==> config.mk <==
export PLATFORM = sky130hd
export DESIGN_NAME = api_status_frame_generator
export DESIGN_NICKNAME = d
export VERILOG_FILES = /design/src/design/status_frame_pkg.sv /design/src/design/frame_byte_sel.sv /design/src/design/api_status_frame_generator.sv
export SDC_FILE = /design/constraint.sdc
export NUM_CORES = 1
export LEC_CHECK = 0
export ABC_CLOCK_PERIOD_IN_PS = 2850
export BUFFER_PORTS_ARGS = -buffer_cell sky130_fd_sc_hd__buf_2
export CORE_MARGIN = 2
export CORE_UTILIZATION = 33
export DETAILED_ROUTE_END_ITERATION = 8
export SYNTH_ARGS = -nofsm -noshare
export SYNTH_HDL_FRONTEND = slang
export SYNTH_SLANG_ARGS = --single-unit
==> constraint.sdc <==
create_clock -name sys_clk -period 2.85 [get_ports sys_clk]
set_input_delay 0.7125 -clock sys_clk [delete_from_list [all_inputs] [get_ports sys_clk]]
set_output_delay 0.7125 -clock sys_clk [all_outputs]
set_load 0.03 [all_outputs]
==> src/design/status_frame_pkg.sv <==
package status_frame_pkg;

  // ----------------------------------------------------------------
  // Frame layout
  // ----------------------------------------------------------------
  localparam logic [7:0] START_DELIM = 8'h7E;
  localparam logic [7:0] TYPE_TX_STATUS = 8'h89;
  localparam logic [7:0] TYPE_MODEM_STATUS = 8'h8A;
  localparam logic [7:0] TYPE_TX_REQ64 = 8'h00;
  localparam logic [7:0] CSUM_BASE = 8'hFF;
  localparam logic [15:0] LEN_TX_STATUS = 16'h0003;
  localparam logic [15:0] LEN_MODEM_STATUS = 16'h0002;
  localparam logic [2:0] OFS_LEN_HI = 3'd1;
  localparam logic [2:0] OFS_LEN_LO = 3'd2;
  localparam logic [2:0] OFS_TYPE = 3'd3;
  localparam logic [2:0] OFS_FIELD4 = 3'd4;
  localparam logic [2:0] OFS_FIELD5 = 3'd5;
  localparam logic [2:0] OFS_CSUM_TX = 3'd6;
  localparam logic [2:0] OFS_CSUM_MODEM = 3'd5;

  // ----------------------------------------------------------------
  // Delivery status codes
  // ----------------------------------------------------------------
  localparam logic [7:0] DS_SUCCESS = 8'h00;
  localparam logic [7:0] DS_MAC_ACK_FAIL = 8'h01;
  localparam logic [7:0] DS_LBT_FAIL = 8'h02;
  localparam logic [7:0] DS_PURGED = 8'h03;
  localparam logic [7:0] DS_BAD_CLUSTER = 8'h20;
  localparam logic [7:0] DS_NET_ACK_FAIL = 8'h21;
  localparam logic [7:0] DS_NO_ROUTE = 8'h25;
  localparam logic [7:0] DS_INTERNAL_ERR = 8'h31;
  localparam logic [7:0] DS_NO_BUFFERS = 8'h32;
  localparam logic [7:0] DS_NO_SESSION = 8'h34;
  localparam logic [7:0] DS_SESSION_CRYPT = 8'h35;
  localparam logic [7:0] DS_TOO_LARGE = 8'h74;
  localparam logic [7:0] DS_INDIRECT_UNREQ = 8'h75;

  // ----------------------------------------------------------------
  // Modem status codes
  // ----------------------------------------------------------------
  localparam logic [7:0] MS_POWER_UP = 8'h00;
  localparam logic [7:0] MS_WATCHDOG = 8'h01;
  localparam logic [7:0] MS_NET_WAKE = 8'h0B;
  localparam logic [7:0] MS_NET_SLEEP = 8'h0C;
  localparam logic [7:0] MS_OVER_VOLTAGE = 8'h0D;
  localparam logic [7:0] MS_BLE_DISCONNECT = 8'h33;
  localparam logic [7:0] MS_SESSION_UP = 8'h3B;
  localparam logic [7:0] MS_SESSION_END = 8'h3C;
  localparam logic [7:0] MS_SESSION_AUTH = 8'h3D;

  // ----------------------------------------------------------------
  // Carriers
  // ----------------------------------------------------------------
  typedef struct packed {
    logic [7:0] req_type;
    logic [7:0] frame_id;
    logic broadcast;
    logic [7:0] status;
  } tx_done_s;

  typedef struct packed {
    logic [7:0] data;
    logic last;
  } out_byte_s;

  typedef enum logic [1:0] {
    ST_IDLE = 2'b00,
    ST_SEND = 2'b01,
    ST_WAIT = 2'b10
  } gen_state_e;

endpackage

==> src/design/frame_byte_sel.sv <==
`timescale 1ns/1ps
module frame_byte_sel
  import status_frame_pkg::*;
(
  input wire logic [2:0] index,
  input wire logic [7:0] frame_type,
  input wire logic [7:0] field4,
  input wire logic [7:0] field5,
  input wire logic [7:0] csum_acc,
  input wire logic is_tx,
  output logic [7:0] data,
  output logic last
);

  // ----------------------------------------------------------------
  // Byte selection by offset
  // ----------------------------------------------------------------
  wire [15:0] len = is_tx ? LEN_TX_STATUS : LEN_MODEM_STATUS;
  wire [2:0] last_ofs = is_tx ? OFS_CSUM_TX : OFS_CSUM_MODEM;
  wire is_csum = (index == last_ofs);
  wire [7:0] payload_byte = (index == OFS_TYPE) ? frame_type :
                            (index == OFS_FIELD4) ? field4 : field5;
  wire [7:0] hdr_byte = (index == OFS_LEN_HI) ? len[15:8] :
                        (index == OFS_LEN_LO) ? len[7:0] : START_DELIM;

  // The checksum byte subtracts the running sum of offsets 3 onward.
  assign data = is_csum ? 8'(CSUM_BASE - csum_acc) :
                (index >= OFS_TYPE) ? payload_byte : hdr_byte;
  assign last = is_csum;

endmodule

==> src/design/api_status_frame_generator.sv <==
`timescale 1ns/1ps
//
// Function
// - Send 0x89 status after 64-bit transmit completes.
// - Suppress status when frame identifier is zero.
// - Broadcast always reports delivery status 0x00.
// - Delimiter offset 0, length offset 1.
// - Offset 4 echoes request frame identifier.
// - Status offset 5; codes 0x00 to 0x03.
// - Codes 0x20, 0x21, 0x25, 0x31.
// - Codes 0x32, 0x34, 0x35, 0x74, 0x75.
// - Checksum is 0xFF minus sum from offset 3.
// - Send 0x8A modem frame with status code.
// - Modem codes 0x00 reset, 0x01 watchdog.
// - Codes 0x0B wake, 0x0C sleep, 0x0D voltage.
// - Session codes 0x3B, 0x3C, 0x3D; BLE 0x33.
// - Power-up sends modem status 0x00.
// - Bytes sent unescaped.
//
module api_status_frame_generator
  import status_frame_pkg::*;
(
  input wire logic sys_clk,
  input wire logic reset,
  input wire logic tx_done_valid,
  input wire tx_done_s tx_done,
  output logic tx_done_ready,
  input wire logic modem_event_valid,
  input wire logic [7:0] modem_event_code,
  input wire logic watchdog_reset_cause,
  output logic modem_event_ready,
  output logic byte_valid,
  output out_byte_s byte_out,
  input wire logic byte_ready,
  output logic tx_suppressed
);

  // ----------------------------------------------------------------
  // Request decode
  // ----------------------------------------------------------------
  gen_state_e state;
  gen_state_e next_state;
  logic [2:0] index;
  logic [7:0] frame_type;
  logic [7:0] field4;
  logic [7:0] field5;
  logic [7:0] csum_acc;
  logic is_tx;
  logic boot_pending;
  logic [7:0] sel_data;
  logic sel_last;

  wire idle = (state == ST_IDLE);
  wire legacy_req = tx_done_valid && (tx_done.req_type == TYPE_TX_REQ64);
  wire tx_wanted = legacy_req && (tx_done.frame_id != 8'h00);
  // The ready pulse blocks a second drop while the host still holds its request.
  wire tx_drop = idle && !boot_pending && !tx_done_ready && legacy_req && (tx_done.frame_id == 8'h00);
  wire [7:0] tx_status = tx_done.broadcast ? DS_SUCCESS : tx_done.status;
  wire boot_go = idle && boot_pending;
  wire tx_go = idle && !boot_pending && tx_wanted;
  wire modem_go = idle && !boot_pending && !tx_wanted && !legacy_req && modem_event_valid;
  wire start = boot_go || tx_go || modem_go;
  wire [7:0] boot_code = watchdog_reset_cause ? MS_WATCHDOG : MS_POWER_UP;
  wire byte_taken = byte_valid && byte_ready;
  wire [2:0] next_index = (state == ST_SEND && byte_taken) ? 3'(index + 3'd1) : index;
  // The checksum byte follows a payload byte, so its sum must include the byte being taken now.
  wire [7:0] csum_with_cur = 8'(csum_acc + byte_out.data);

  always_comb begin
    next_state = state;
    case (state)
      ST_IDLE: begin
        if (start) begin
          next_state = ST_SEND;
        end
      end
      ST_SEND: begin
        if (byte_taken && byte_out.last) begin
          next_state = ST_WAIT;
        end
      end
      ST_WAIT: begin
        next_state = ST_IDLE;
      end
      default: begin
        next_state = ST_IDLE;
      end
    endcase
  end

  // ----------------------------------------------------------------
  // Frame byte selection
  // ----------------------------------------------------------------
  frame_byte_sel u_sel (
    .index(next_index),
    .frame_type(frame_type),
    .field4(field4),
    .field5(field5),
    .csum_acc(csum_with_cur),
    .is_tx(is_tx),
    .data(sel_data),
    .last(sel_last)
  );

  // ----------------------------------------------------------------
  // Sequencing
  // ----------------------------------------------------------------
  always_ff @(posedge sys_clk) begin
    if (reset) begin
      state <= ST_IDLE;
      boot_pending <= 1'b1;
    end else begin
      state <= next_state;
      if (boot_go) begin
        boot_pending <= 1'b0;
      end
    end
  end

  always_ff @(posedge sys_clk) begin
    if (reset) begin
      index <= 3'd0;
      frame_type <= 8'h00;
      field4 <= 8'h00;
      field5 <= 8'h00;
      is_tx <= 1'b0;
    end else if (start) begin
      index <= 3'd0;
      is_tx <= tx_go;
      frame_type <= tx_go ? TYPE_TX_STATUS : TYPE_MODEM_STATUS;
      field4 <= tx_go ? tx_done.frame_id : (boot_go ? boot_code : modem_event_code);
      field5 <= tx_status;
    end else begin
      index <= next_index;
    end
  end

  // Running sum covers bytes from the frame type up to the checksum.
  always_ff @(posedge sys_clk) begin
    if (reset || start) begin
      csum_acc <= 8'h00;
    end else if (byte_taken && index >= OFS_TYPE && !byte_out.last) begin
      csum_acc <= 8'(csum_acc + byte_out.data);
    end
  end

  // ----------------------------------------------------------------
  // Outputs
  // ----------------------------------------------------------------
  always_ff @(posedge sys_clk) begin
    if (reset) begin
      byte_valid <= 1'b0;
      byte_out <= '0;
      tx_done_ready <= 1'b0;
      modem_event_ready <= 1'b0;
      tx_suppressed <= 1'b0;
    end else begin
      tx_done_ready <= tx_go || tx_drop;
      modem_event_ready <= modem_go;
      tx_suppressed <= tx_drop;
      if (start) begin
        byte_valid <= 1'b1;
        byte_out.data <= START_DELIM;
        byte_out.last <= 1'b0;
      end else if (byte_taken && byte_out.last) begin
        byte_valid <= 1'b0;
      end else if (byte_taken) begin
        byte_out.data <= sel_data;
        byte_out.last <= sel_last;
      end
    end
  end

  // ----------------------------------------------------------------
  // Checks
  // ----------------------------------------------------------------
  a_zero_id_silent: assert property (@(posedge sys_clk) disable iff (reset)
    tx_drop |=> !byte_valid)
    else $error("zero identifier frame started");

  a_boot_frame_first: assert property (@(posedge sys_clk) disable iff (reset)
    $fell(boot_pending) |-> byte_valid && byte_out.data == START_DELIM && frame_type == TYPE_MODEM_STATUS)
    else $error("boot frame missing");

  a_broadcast_ok: assert property (@(posedge sys_clk) disable iff (reset)
    tx_go && tx_done.broadcast |=> field5 == DS_SUCCESS)
    else $error("broadcast status not zero");

  a_tx_type: assert property (@(posedge sys_clk) disable iff (reset)
    tx_go |=> frame_type == TYPE_TX_STATUS && field4 == $past(tx_done.frame_id))
    else $error("wrong transmit status header");

  a_modem_type: assert property (@(posedge sys_clk) disable iff (reset)
    modem_go |=> frame_type == TYPE_MODEM_STATUS && field4 == $past(modem_event_code))
    else $error("wrong modem status header");

  a_len_high: assert property (@(posedge sys_clk) disable iff (reset)
    byte_taken && index == 3'd0 |=> byte_out.data == 8'h00)
    else $error("length high byte wrong");

  a_start_delim: assert property (@(posedge sys_clk) disable iff (reset)
    start |=> byte_out.data == START_DELIM ##0 byte_valid)
    else $error("delimiter missing");

  a_csum_value: assert property (@(posedge sys_clk) disable iff (reset)
    byte_valid && byte_out.last |-> byte_out.data == 8'(CSUM_BASE - csum_acc))
    else $error("checksum wrong");

  a_tx_length: assert property (@(posedge sys_clk) disable iff (reset)
    byte_valid && byte_out.last |-> index == (is_tx ? OFS_CSUM_TX : OFS_CSUM_MODEM))
    else $error("frame length wrong");

  a_len_low: assert property (@(posedge sys_clk) disable iff (reset)
    byte_taken && index == OFS_LEN_HI |=> byte_out.data == (is_tx ? LEN_TX_STATUS[7:0] : LEN_MODEM_STATUS[7:0]))
    else $error("length low byte wrong");

  a_tx_ready_pulse: assert property (@(posedge sys_clk) disable iff (reset)
    tx_done_ready |=> !tx_done_ready)
    else $error("completion consumed twice");

  a_modem_ready_pulse: assert property (@(posedge sys_clk) disable iff (reset)
    modem_event_ready |=> !modem_event_ready)
    else $error("modem event consumed twice");

endmodule

==> run_results.csv, run 1 <==
group,metric,value,unit
outcome,status,"complete, no violations",
critical_path,critical_path_class,"flop to flop",
yosys,ys_warn_count,0,
grt,grt_pass1_vias,2292,
critical_path,path_max_fanout,8,
route,drt_wl_total,6140,microns
grt,grt_max_degree,24,
clock_network,clk_pin_slew,0.08,ns
sta,timing_worst_slew_pin_value,0.560,ns
layout,layout.cells.non_filler,463,
clock_network,clock_latency,0.30,ns
route,drcViolationCount,0,
job,maxCapViolCount,0,
placed_design,io_buffers,51,
yosys,yosysUniqueCellTypes,54,
critical_path,crit_path_start_kind,"flop",
route,first_pass_iters,4,
clock_network,cts_setup_buffers,0,
placed_design,dp.cells,456,
yosys,synth_edf_count,0,
route,dr.first_iter.drc_count,142,
layout,drive_gt1_frac,0.230,
clock_network,hold_buffers,0,
yosys,ys_ff_latch,46,
clock_network,cts_sinks,46,
sta,skew,0.00633,ns
sta,hold_violations,0,
sta,slew_violations,0,
critical_path,worstPathRequired,3.09,ns
power_and_ir_drop,max-vdd-ir-drop,0.180,mV
floorplanning,start_util,0.334,
yosys,syn_inst,306,
sta,slew_headroom,0.625,
sta,fin_crit,2.37,ns
layout,n_fill_cell,832,
yosys,syn_nets,355,
route,wl_per_cell,13.3,microns
floorplanning,rows,32,
sta,rsz0062_at_grt,"no",
clock_network,cts_tree,"built",
floorplanning,core,7610,sq um
sta,setup_tns,0,ns
power_and_ir_drop,p_leak,1.21,nW
clock_network,cts_inserted_buffers,5,
sta,fmax,423,MHz
yosys,async_reset_ff_frac,0,
clock_network,htree_levels,2,
grt,grt_antenna_before_repair,0,
layout,finish.utilization,0.401,
floorplanning,die_w,91.8,microns
grt,grt_usage,0.156,
sta,setup_violations,0,
critical_path,cp-end-kind,"flop",
layout,num-nets-final,410,
floorplanning,die_h,91.8,microns
power_and_ir_drop,powerDensity,458,nW/um^2
yosys,avgSynthCellArea,8.31,sq um
sta,final.period_utilization,0.830,
yosys,synthesis.area,2540,sq um
placed_design,dpl.hpwl,4680,microns
placed_design,gp_congestion,0.823,
grt,grt_pass1_wl,10800,microns
grt,grt_overflow,0,
layout,area_delta_synth_final,20.0,%
yosys,yosys_most_used_dff,"dfxtp_1",
floorplanning,dieArea,8430,sq um
clock_network,cts_max_path_buffers,2,
route,vias,2323,
floorplanning,io_pins,52,
clock_network,root_buffer,"clkbuf_8",
layout,insertedDiodeCount,0,
hold_path,hold_path_class,"flop to flop",
critical_path,crit_arrival,2.61,ns
clock_network,cts_resized,0,
yosys,synth-seq-area-share,0.362,
route,drtAntennaViolNets,0,
route,viasPerCell,5.02,
[stage by stage]
| stage | power (W) | worst slack, ns | instance area, sq um | hold WS [ns] |
|---|---|---|---|---|
| 4_1_cts | 0.00142 | 0.492 | 3050 | 0.454 |
| 2_1_floorplan | 0.000922 | 0.389 | 2540 | 0.428 |
| 3_3_place_gp | 0.00103 | 0.213 | 2970 | 0.428 |
| 5_1_grt | 0.00149 | 0.313 | 3050 | 0.470 |
| 6_report | 0.00140 | 0.484 | 3050 | 0.455 |
| 3_5_place_dp | 0.00103 | 0.173 | 2970 | 0.426 |
[final cells by class]
| cell class | instances | area (sq um) | share of cell area |
|---|---|---|---|
| Multi-Input combinational cell | 234 | 1510 | 0.496 |
| Sequential cell | 46 | 921 | 0.302 |
| Timing Repair Buffer | 66 | 380 | 0.125 |
| Tap cell | 102 | 128 | 0.0418 |
| Clock buffer | 6 | 72.6 | 0.0238 |
| Inverter | 8 | 30.0 | 0.00984 |
| Clock inverter | 1 | 7.51 | 0.00246 |
[Yosys cell counts (all sizes together), types with 2 or more instances]
cell type,n,share of area
dfxtp,46,0.36
nand2,31,0.046
nor2,26,0.038
a21oi,25,0.051
o21ai,22,0.043
nor3,16,0.031
nand3b,14,0.041
buf,9,0.018
clkbuf,9,0.013
ha,9,0.044
mux2i,9,0.035
inv,8,0.012
a221oi,6,0.021
a31oi,6,0.015
xnor2,6,0.021
a211oi,5,0.015
nor2b,5,0.015
nand3,4,0.0079
nor4,4,0.012
o211ai,4,0.012
a21o,3,0.0089
mux2,3,0.015
nand2b,3,0.0074
or2,3,0.0074
or3,3,0.0074
a311oi,2,0.0069
and3,2,0.0049
nand4b,2,0.013
nor4b,2,0.0069
[cell families (layout without fill, tap and decap cells)]
group | Yosys count | in the layout | synth area share
simple gates | 121 | 121 | 0.259
compound gates | 84 | 84 | 0.210
mux | 12 | 12 | 0.0502
buf+inv | 26 | 81 | 0.0428
flops | 46 | 46 | 0.362
xor+xnor | 7 | 7 | 0.0241
fa+ha+maj | 10 | 10 | 0.0521
[where the power goes]
group          internal (W)  switching, W
Sequential         0.000683     0.0000324
Combinational      0.000127      0.000170
Clock              0.000168      0.000218
Total              0.000978      0.000420
[cell usage in the layout (no fill, tap or decap), drive strengths merged, types with 4 or more instances in the layout]
cell type,netlist,final
buf,9,66
dfxtp,46,46
nand2,31,31
nor2,26,26
a21oi,25,25
o21ai,22,22
nor3,16,16
nand3b,14,14
mux2i,9,9
ha,9,9
inv,8,8
a221oi,6,6
xnor2,6,6
a31oi,6,6
clkbuf,9,6
a211oi,5,5
nor2b,5,5
nand3,4,4
o211ai,4,4
nor4,4,4
[sequential cells by signal, summed over array words and instances (netlist names)]
| register | flops |
|---|---|
| tx_done_ready | 1 |
| field5 | 8 |
| csum_acc | 8 |
| modem_event_ready | 1 |
| state | 2 |
| index | 3 |
| byte_valid | 1 |
| byte_out | 9 |
| field4 | 8 |
| frame_type | 3 |
| tx_suppressed | 1 |
| boot_pending | 1 |
[critical path, stage by stage (launching register included)]
cell,delay (ns)
dfxtp_1,0.40
ha_1,0.45
nor2b_1,0.09
mux2_4,0.32
nor2b_4,0.14
or4_1,0.49
a221o_1,0.28
a21oi_2,0.12
[path summary, 6_finish.rpt]
check | startpoint | endpoint | slack [ns] | cells after the start
max | index[1]$_SDFF_PP0_ | byte_out[1]$_SDFFE_PP0P_ | 0.48 | 7
min | field5[6]$_SDFFE_PP0P_ | field5[6]$_SDFFE_PP0P_ | 0.45 | 2
max reg2reg | index[1]$_SDFF_PP0_ | byte_out[1]$_SDFFE_PP0P_ | 0.48 | 7
min reg2reg | field5[6]$_SDFFE_PP0P_ | field5[6]$_SDFFE_PP0P_ | 0.45 | 2
[layer usage]
| layer | share of wire | track usage |
|---|---|---|
| met1 | 0.50 | 0.213 |
| met2 | 0.43 | 0.242 |
| met5 | 0 | 0 |
| met3 | 0.057 | 0.0403 |
| met4 | 0.013 | 0.0435 |
Power figures use the tool's default switching activity.
==> run 2: changes to the inputs <==
Settings changed: ABC_AREA set to 1, ABC_CLOCK_PERIOD_IN_PS 2850 to 2150.
Clock period 2.85 ns to 2.15 ns, I/O delays scaled along.
==> run 2 against run 1 <==
Total power is 35% higher. Critical path type unchanged. Synthesized cell count is 21% higher. First-iteration DRC count decreased by 49%. Global-route usage is 0.71 points lower. Routed wire length is essentially flat.
==> run_results.csv, run 2 <==
group,metric,value,unit
outcome,status,"complete, no violations",
sta,hold_violations,0,
critical_path,path_max_fanout,3,
sta,final.period_utilization,0.929,
yosys,synth_top_family_by_area,"simple AND/OR/NAND/NOR gates",
floorplanning,die_h,93.0,microns
grt,grt_antenna_before_repair,0,
route,first_pass_iters,4,
grt,grt_pass1_vias,2297,
layout,largest_register_ffs,9,
yosys,yosysTopAreaCell,"dfxtp_1",
yosys,synthesis.area,2620,sq um
clock_network,root_buffer,"clkbuf_8",
power_and_ir_drop,max-vdd-ir-drop,0.276,mV
yosys,syn_nets,418,
layout,insertedDiodeCount,0,
placed_design,dpl.hpwl,4930,microns
floorplanning,io_pins,52,
grt,grt_usage,0.149,
sta,fin_crit,2.00,ns
yosys,yosys.area_share.adder,0.0507,
clock_network,htree_levels,2,
yosys,ys_top_cells_by_count,"nand2_1 (88), dfxtp_1 (46), inv_1 (43)",
placed_design,gp_congestion,0.856,
clock_network,cts_sinks,46,
placed_design,dp_slack,0.0157,ns
hold_path,hold_path_class,"input pin to flop",
sta,setup_tns,0,ns
placed_design,dp.cells,522,
yosys,synth_edf_count,0,
sta,slew_headroom,0.659,
yosys,synth-seq-area-share,0.352,
layout,layout.cells.non_filler,530,
power_and_ir_drop,power.total,0.00189,W
clock_network,cts_max_path_buffers,2,
layout,drive_gt1_frac,0.243,
clock_network,clk_pin_slew,0.09,ns
route,drt_wl_total,6140,microns
sta,timing_worst_slew_pin_value,0.510,ns
route,drcViolationCount,0,
route,viasPerCell,4.65,
critical_path,path_cells,"ha_1 -> inv_1 -> fa_1 -> o21ai_2 -> nand2_1 -> nand2_1 -> nand2_1 -> nand2_1 -> xor2_2 -> nand2_1 -> nand3_1 -> a21oi_1",
floorplanning,core,7690,sq um
yosys,synthMuxAreaShare,0,
critical_path,cp-end-kind,"flop",
layout,layout_commonest_cell,"nand2_1",
layout,num-nets-final,476,
yosys,synth_xor_area_frac,0.0234,
clock_network,cts_resized,0,
job,maxCapViolCount,0,
grt,grt_pass1_wl,10300,microns
placed_design,io_buffers,51,
critical_path,critical_path_class,"flop to flop",
clock_network,cts_setup_buffers,0,
yosys,synth_top_area_share,0.352,
floorplanning,rows,32,
grt,grt_max_degree,25,
yosys,async_reset_ff_frac,0,
layout,area_delta_synth_final,18.5,%
sta,fmax,501,MHz
floorplanning,die_w,93.0,microns
floorplanning,dieArea,8660,sq um
yosys,synthSimpleGateAreaFrac,0.317,
sta,skew,0.0134,ns
floorplanning,start_util,0.340,
critical_path,slowest_delay,0.41,ns
layout,layout_common_cells,"nand2_1 (88), buf_2 (51), dfxtp_1 (46)",
grt,grt_overflow,0,
clock_network,clock_latency,0.30,ns
route,drtAntennaViolNets,0,
critical_path,crit_path_start_kind,"flop",
sta,slew_violations,0,
clock_network,cts_tree,"built",
yosys,syn_inst,369,
critical_path,worstPathRequired,2.32,ns
yosys,synth_compound_area_frac,0.151,
sta,setup_violations,0,
route,dr.first_iter.drc_count,72,
power_and_ir_drop,p_leak,1.48,nW
clock_network,hold_buffers,0,
yosys,ys_warn_count,0,
critical_path,cpMostUsedCell,"nand2_1",
power_and_ir_drop,powerDensity,610,nW/um^2
clock_network,cts_inserted_buffers,5,
yosys,yosys_most_used_dff,"dfxtp_1",
yosys,avgSynthCellArea,7.09,sq um
yosys,yosysUniqueCellTypes,41,
critical_path,slowest_stage,"fa_1",
yosys,synth.most_common_cell,"nand2_1",
yosys,ys_ff_latch,46,
sta,whs,0.467,ns
sta,finalWorstSetupSlack,0.153,ns
layout,max_flop_register,"byte_out",
yosys,synthTopCellsByArea,"dfxtp_1 (35%), nand2_1 (13%), inv_1 (6.2%)",
route,vias,2464,
route,wl_per_cell,11.6,microns
critical_path,crit_arrival,2.17,ns
## run 2: power by group
group | internal [W] | switching (W)
Combinational | 0.000141 | 0.000258
Clock | 0.000259 | 0.000290
Sequential | 0.000907 | 0.0000369
## run 2: routing by layer
metal,track usage,part of all wire,wire [microns]
met4,0.0527,0.021,131
met3,0.0322,0.046,284
met5,0,0,0
met2,0.250,0.46,2830
met1,0.187,0.47,2890
## run 2: area by class of cell
class	count	area, sq um
clock inverter	2	12.5
clock buffer	6	82.6
multi-input combinational	261	1430
timing repair buffer	59	315
fill	831	4590
sequential	46	921
inverter	54	214
tap	102	128
## run 2: worst max-delay path: cells and delay by family, from the launching register on
| family | cells | cell delay, ns |
|---|---|---|
| xor+xnor | 1 | 0.19 |
| flops | 1 | 0.36 |
| compound gates | 2 | 0.24 |
| simple gates | 6 | 0.42 |
| fa+ha+maj | 2 | 0.60 |
| buf+inv | 1 | 0.06 |
## run 2: metrics by stage
step	area [sq um]	util
after floorplan	2620	-
final	3100	0.403
after detailed placement	2990	0.389
after CTS	3090	0.402
after global routing	3100	0.403
after global placement	2990	0.389
## run 2: cell families (layout without fill, tap and decap cells)
logic type                 count (synthesis)  after routing
and+or+nand+nor                          174            174
AOI/OAI and AO/OA                         70             70
buffers and inverters                     62            121
DFF                                       46             46
adders and majority gates                 10             10
xor gates and xnor gates                   7              7
## run 2: worst paths after layout
check | from | endpoint | slack, ns | cells after the start
setup / recovery | byte_out[1]$_SDFFE_PP0P_ | byte_out[7]$_SDFFE_PP0P_ | 0.15 | 12
hold / removal | tx_done[3] | field5[3]$_SDFFE_PP0P_ | 0.47 | 3
setup reg to reg | byte_out[1]$_SDFFE_PP0P_ | byte_out[7]$_SDFFE_PP0P_ | 0.15 | 12
hold reg to reg | csum_acc[3]$_SDFFE_PP0P_ | csum_acc[3]$_SDFFE_PP0P_ | 0.47 | 2
==> run 3: changes to the inputs <==
Settings changed: CORE_MARGIN 2 to unset.
==> run 3 against run 2 <==
Critical path depth is the same. Worst hold slack lost 0.0064 ns. Cell count grew 0.19%. Global-route usage grew 0.78 points. Critical path type unchanged. Largest cell class unchanged.
==> run_results.csv, run 3 (synthesized netlist as in run 2, its figures left out) <==
group,metric,value,unit
clock_network,cts_sinks,46,
route,dr_wl_met2,2870,microns
route,drtAntennaViolNets,0,
sta,timing_worst_slew_pin_value,0.558,ns
hold_path,hold-path-cell-count,1,
floorplanning,rows,32,
grt,grt_overflow,0,
layout,layout_commonest_cell,"nand2_1",
route,first_pass_iters,4,
critical_path,worstReg2RegEnd,"byte_out[7]$_SDFFE_PP0P_",
sta,setup_violations,0,
sta,setup_tns,0,ns
route,drcViolationCount,0,
sta,slew_headroom,0.627,
floorplanning,core,7690,sq um
route,met1Wirelength,2860,microns
layout,max_flop_register,"byte_out",
grt,grt_pass1_vias,2396,
outcome,status,"complete, no violations",
sta,hold_violations,0,
route,wl_per_cell,11.4,microns
route,dr.first_iter.drc_count,100,
route,viasPerCell,4.69,
critical_path,crit_arrival,2.15,ns
placed_design,gp_congestion,0.852,
critical_path,critical_path_class,"flop to flop",
layout,insertedDiodeCount,0,
layout,n_fill_cell,864,
sta,slew_violations,0,
critical_path,timing.rr.start,"byte_out[1]$_SDFFE_PP0P_",
layout,layout_common_cells,"nand2_1 (88), buf_2 (51), dfxtp_1 (46)",
critical_path,path_max_fanout,3,
placed_design,dpl.hpwl,4910,microns
clock_network,cts_tree,"built",
floorplanning,io_pins,52,
power_and_ir_drop,p_leak,1.49,nW
clock_network,root_buffer,"clkbuf_8",
power_and_ir_drop,powerDensity,638,nW/um^2
critical_path,worstPathRequired,2.34,ns
grt,grt_antenna_before_repair,0,
clock_network,cts_max_path_buffers,2,
hold_path,worstHoldEndpoint,"tx_suppressed$_SDFF_PP0_",
hold_path,hp-start,"tx_done_ready$_SDFF_PP0_",
layout,seq_area,921,sq um
placed_design,io_buffers,51,
layout,area_delta_synth_final,19.0,%
clock_network,cts_inserted_buffers,5,
layout,num-nets-final,477,
sta,final.period_utilization,0.912,
critical_path,ff2ff_path_depth,12,
hold_path,hold_path_class,"flop to flop",
route,highest_layer,"met4",
grt,grt_max_degree,20,
floorplanning,start_util,0.340,
critical_path,rrSetupSlack,0.19,ns
sta,rsz0062_at_grt,"no",
job,maxCapViolCount,0,
floorplanning,die_h,91.0,microns
power_and_ir_drop,max-vdd-ir-drop,0.322,mV
floorplanning,dieArea,8290,sq um
floorplanning,die_w,91.0,microns
route,vias,2489,
clock_network,clk_pin_slew,0.09,ns
clock_network,htree_levels,2,
layout,largest_register_ffs,9,
grt,grt_usage,0.156,
clock_network,hold_buffers,0,
critical_path,crit_path_start_kind,"flop",
sta,skew,0.00584,ns
critical_path,cp-end-kind,"flop",
sta,whs,0.461,ns
sta,fmax,510,MHz
route,wl_met3,263,microns
grt,grt_pass1_wl,10600,microns
sta,fin_crit,1.96,ns
critical_path,worstSetupStartpoint,"byte_out[1]$_SDFFE_PP0P_",
clock_network,clock_latency,0.30,ns
layout,drive_gt1_frac,0.242,
route,drt_wl_total,6080,microns
layout,multi_input_area,1420,sq um
[run 3: cell types whose count changed in the layout (fill, tap and decap cells not counted)]
cell / delta
xor2_1: +1
clkbuf_8: -1
clkinv_2: +1
xor2_2: -1
buf_4: +1
clkinvlp_4: -1
bufinv_16: +1
[run 3: area by class of cell]
class                   instances  area share
flip-flops and latches         46       0.296
repair buffers                 60       0.104
well taps                     102      0.0410
clock buffers                   5      0.0221
multi-input cells             261       0.456
inverters                      54      0.0687
clock inverters                 3      0.0129
[run 3: report_power, final]
group          switching, W  internal (W)  total, W
clock              0.000301      0.000342  0.000644
combinational      0.000257      0.000143  0.000401
sequential        0.0000363      0.000907  0.000943
total              0.000595       0.00139   0.00199
[run 3: timing repair]
item / 4_1_cts / 5_1_grt
resized for setup: 0 / 2
setup buffers: 0 / 0
endpoints found under the setup margin: 0 / 2
[run 3: how the worst max path moves through the flow]
stage | to | slack [ns] | depth (start not counted)
after CTS | byte_out[7]$_SDFFE_PP0P_ | 0.03 | 12
after global placement | byte_out[7]$_SDFFE_PP0P_ | 0.07 | 12
after floorplan | byte_out[7]$_SDFFE_PP0P_ | 0.05 | 12
after global routing | byte_out[1]$_SDFFE_PP0P_ | 0.003 | 12
after detailed placement | byte_out[7]$_SDFFE_PP0P_ | 0.05 | 12
final | byte_out[7]$_SDFFE_PP0P_ | 0.19 | 12
[run 3: metal layers]
metal / track usage / vias to the layer above
met1: 0.191 / 1105
met5: 0 / -
met3: 0.0251 / 8
li1: - / 1310
met2: 0.279 / 66
met4: 0.0503 / 0
[run 3: metrics by stage]
stage / area, sq um / util / instances / worst slack, ns / power, W
finish: 3110 / 0.405 / 531 / 0.188 / 0.00199
global placement: 3000 / 0.390 / 523 / 0.0661 / 0.00136
CTS: 3110 / 0.405 / 531 / 0.0282 / 0.00201
detailed placement: 3000 / 0.390 / 523 / 0.0484 / 0.00137
global route: 3110 / 0.405 / 531 / 0.00251 / 0.00210
floorplan: 2620 / - / 369 / 0.0513 / 0.00125
[run 3: critical path: stages (launching register included)]
cell	delay, ns
dfxtp_1	0.36
ha_1	0.19
inv_1	0.06
fa_1	0.41
o21ai_2	0.18
nand2_1	0.07
nand2_1	0.06
nand2_1	0.04
nand2_1	0.07
xor2_1	0.20
nand2_1	0.07
nand3_1	0.07
a21oi_1	0.06
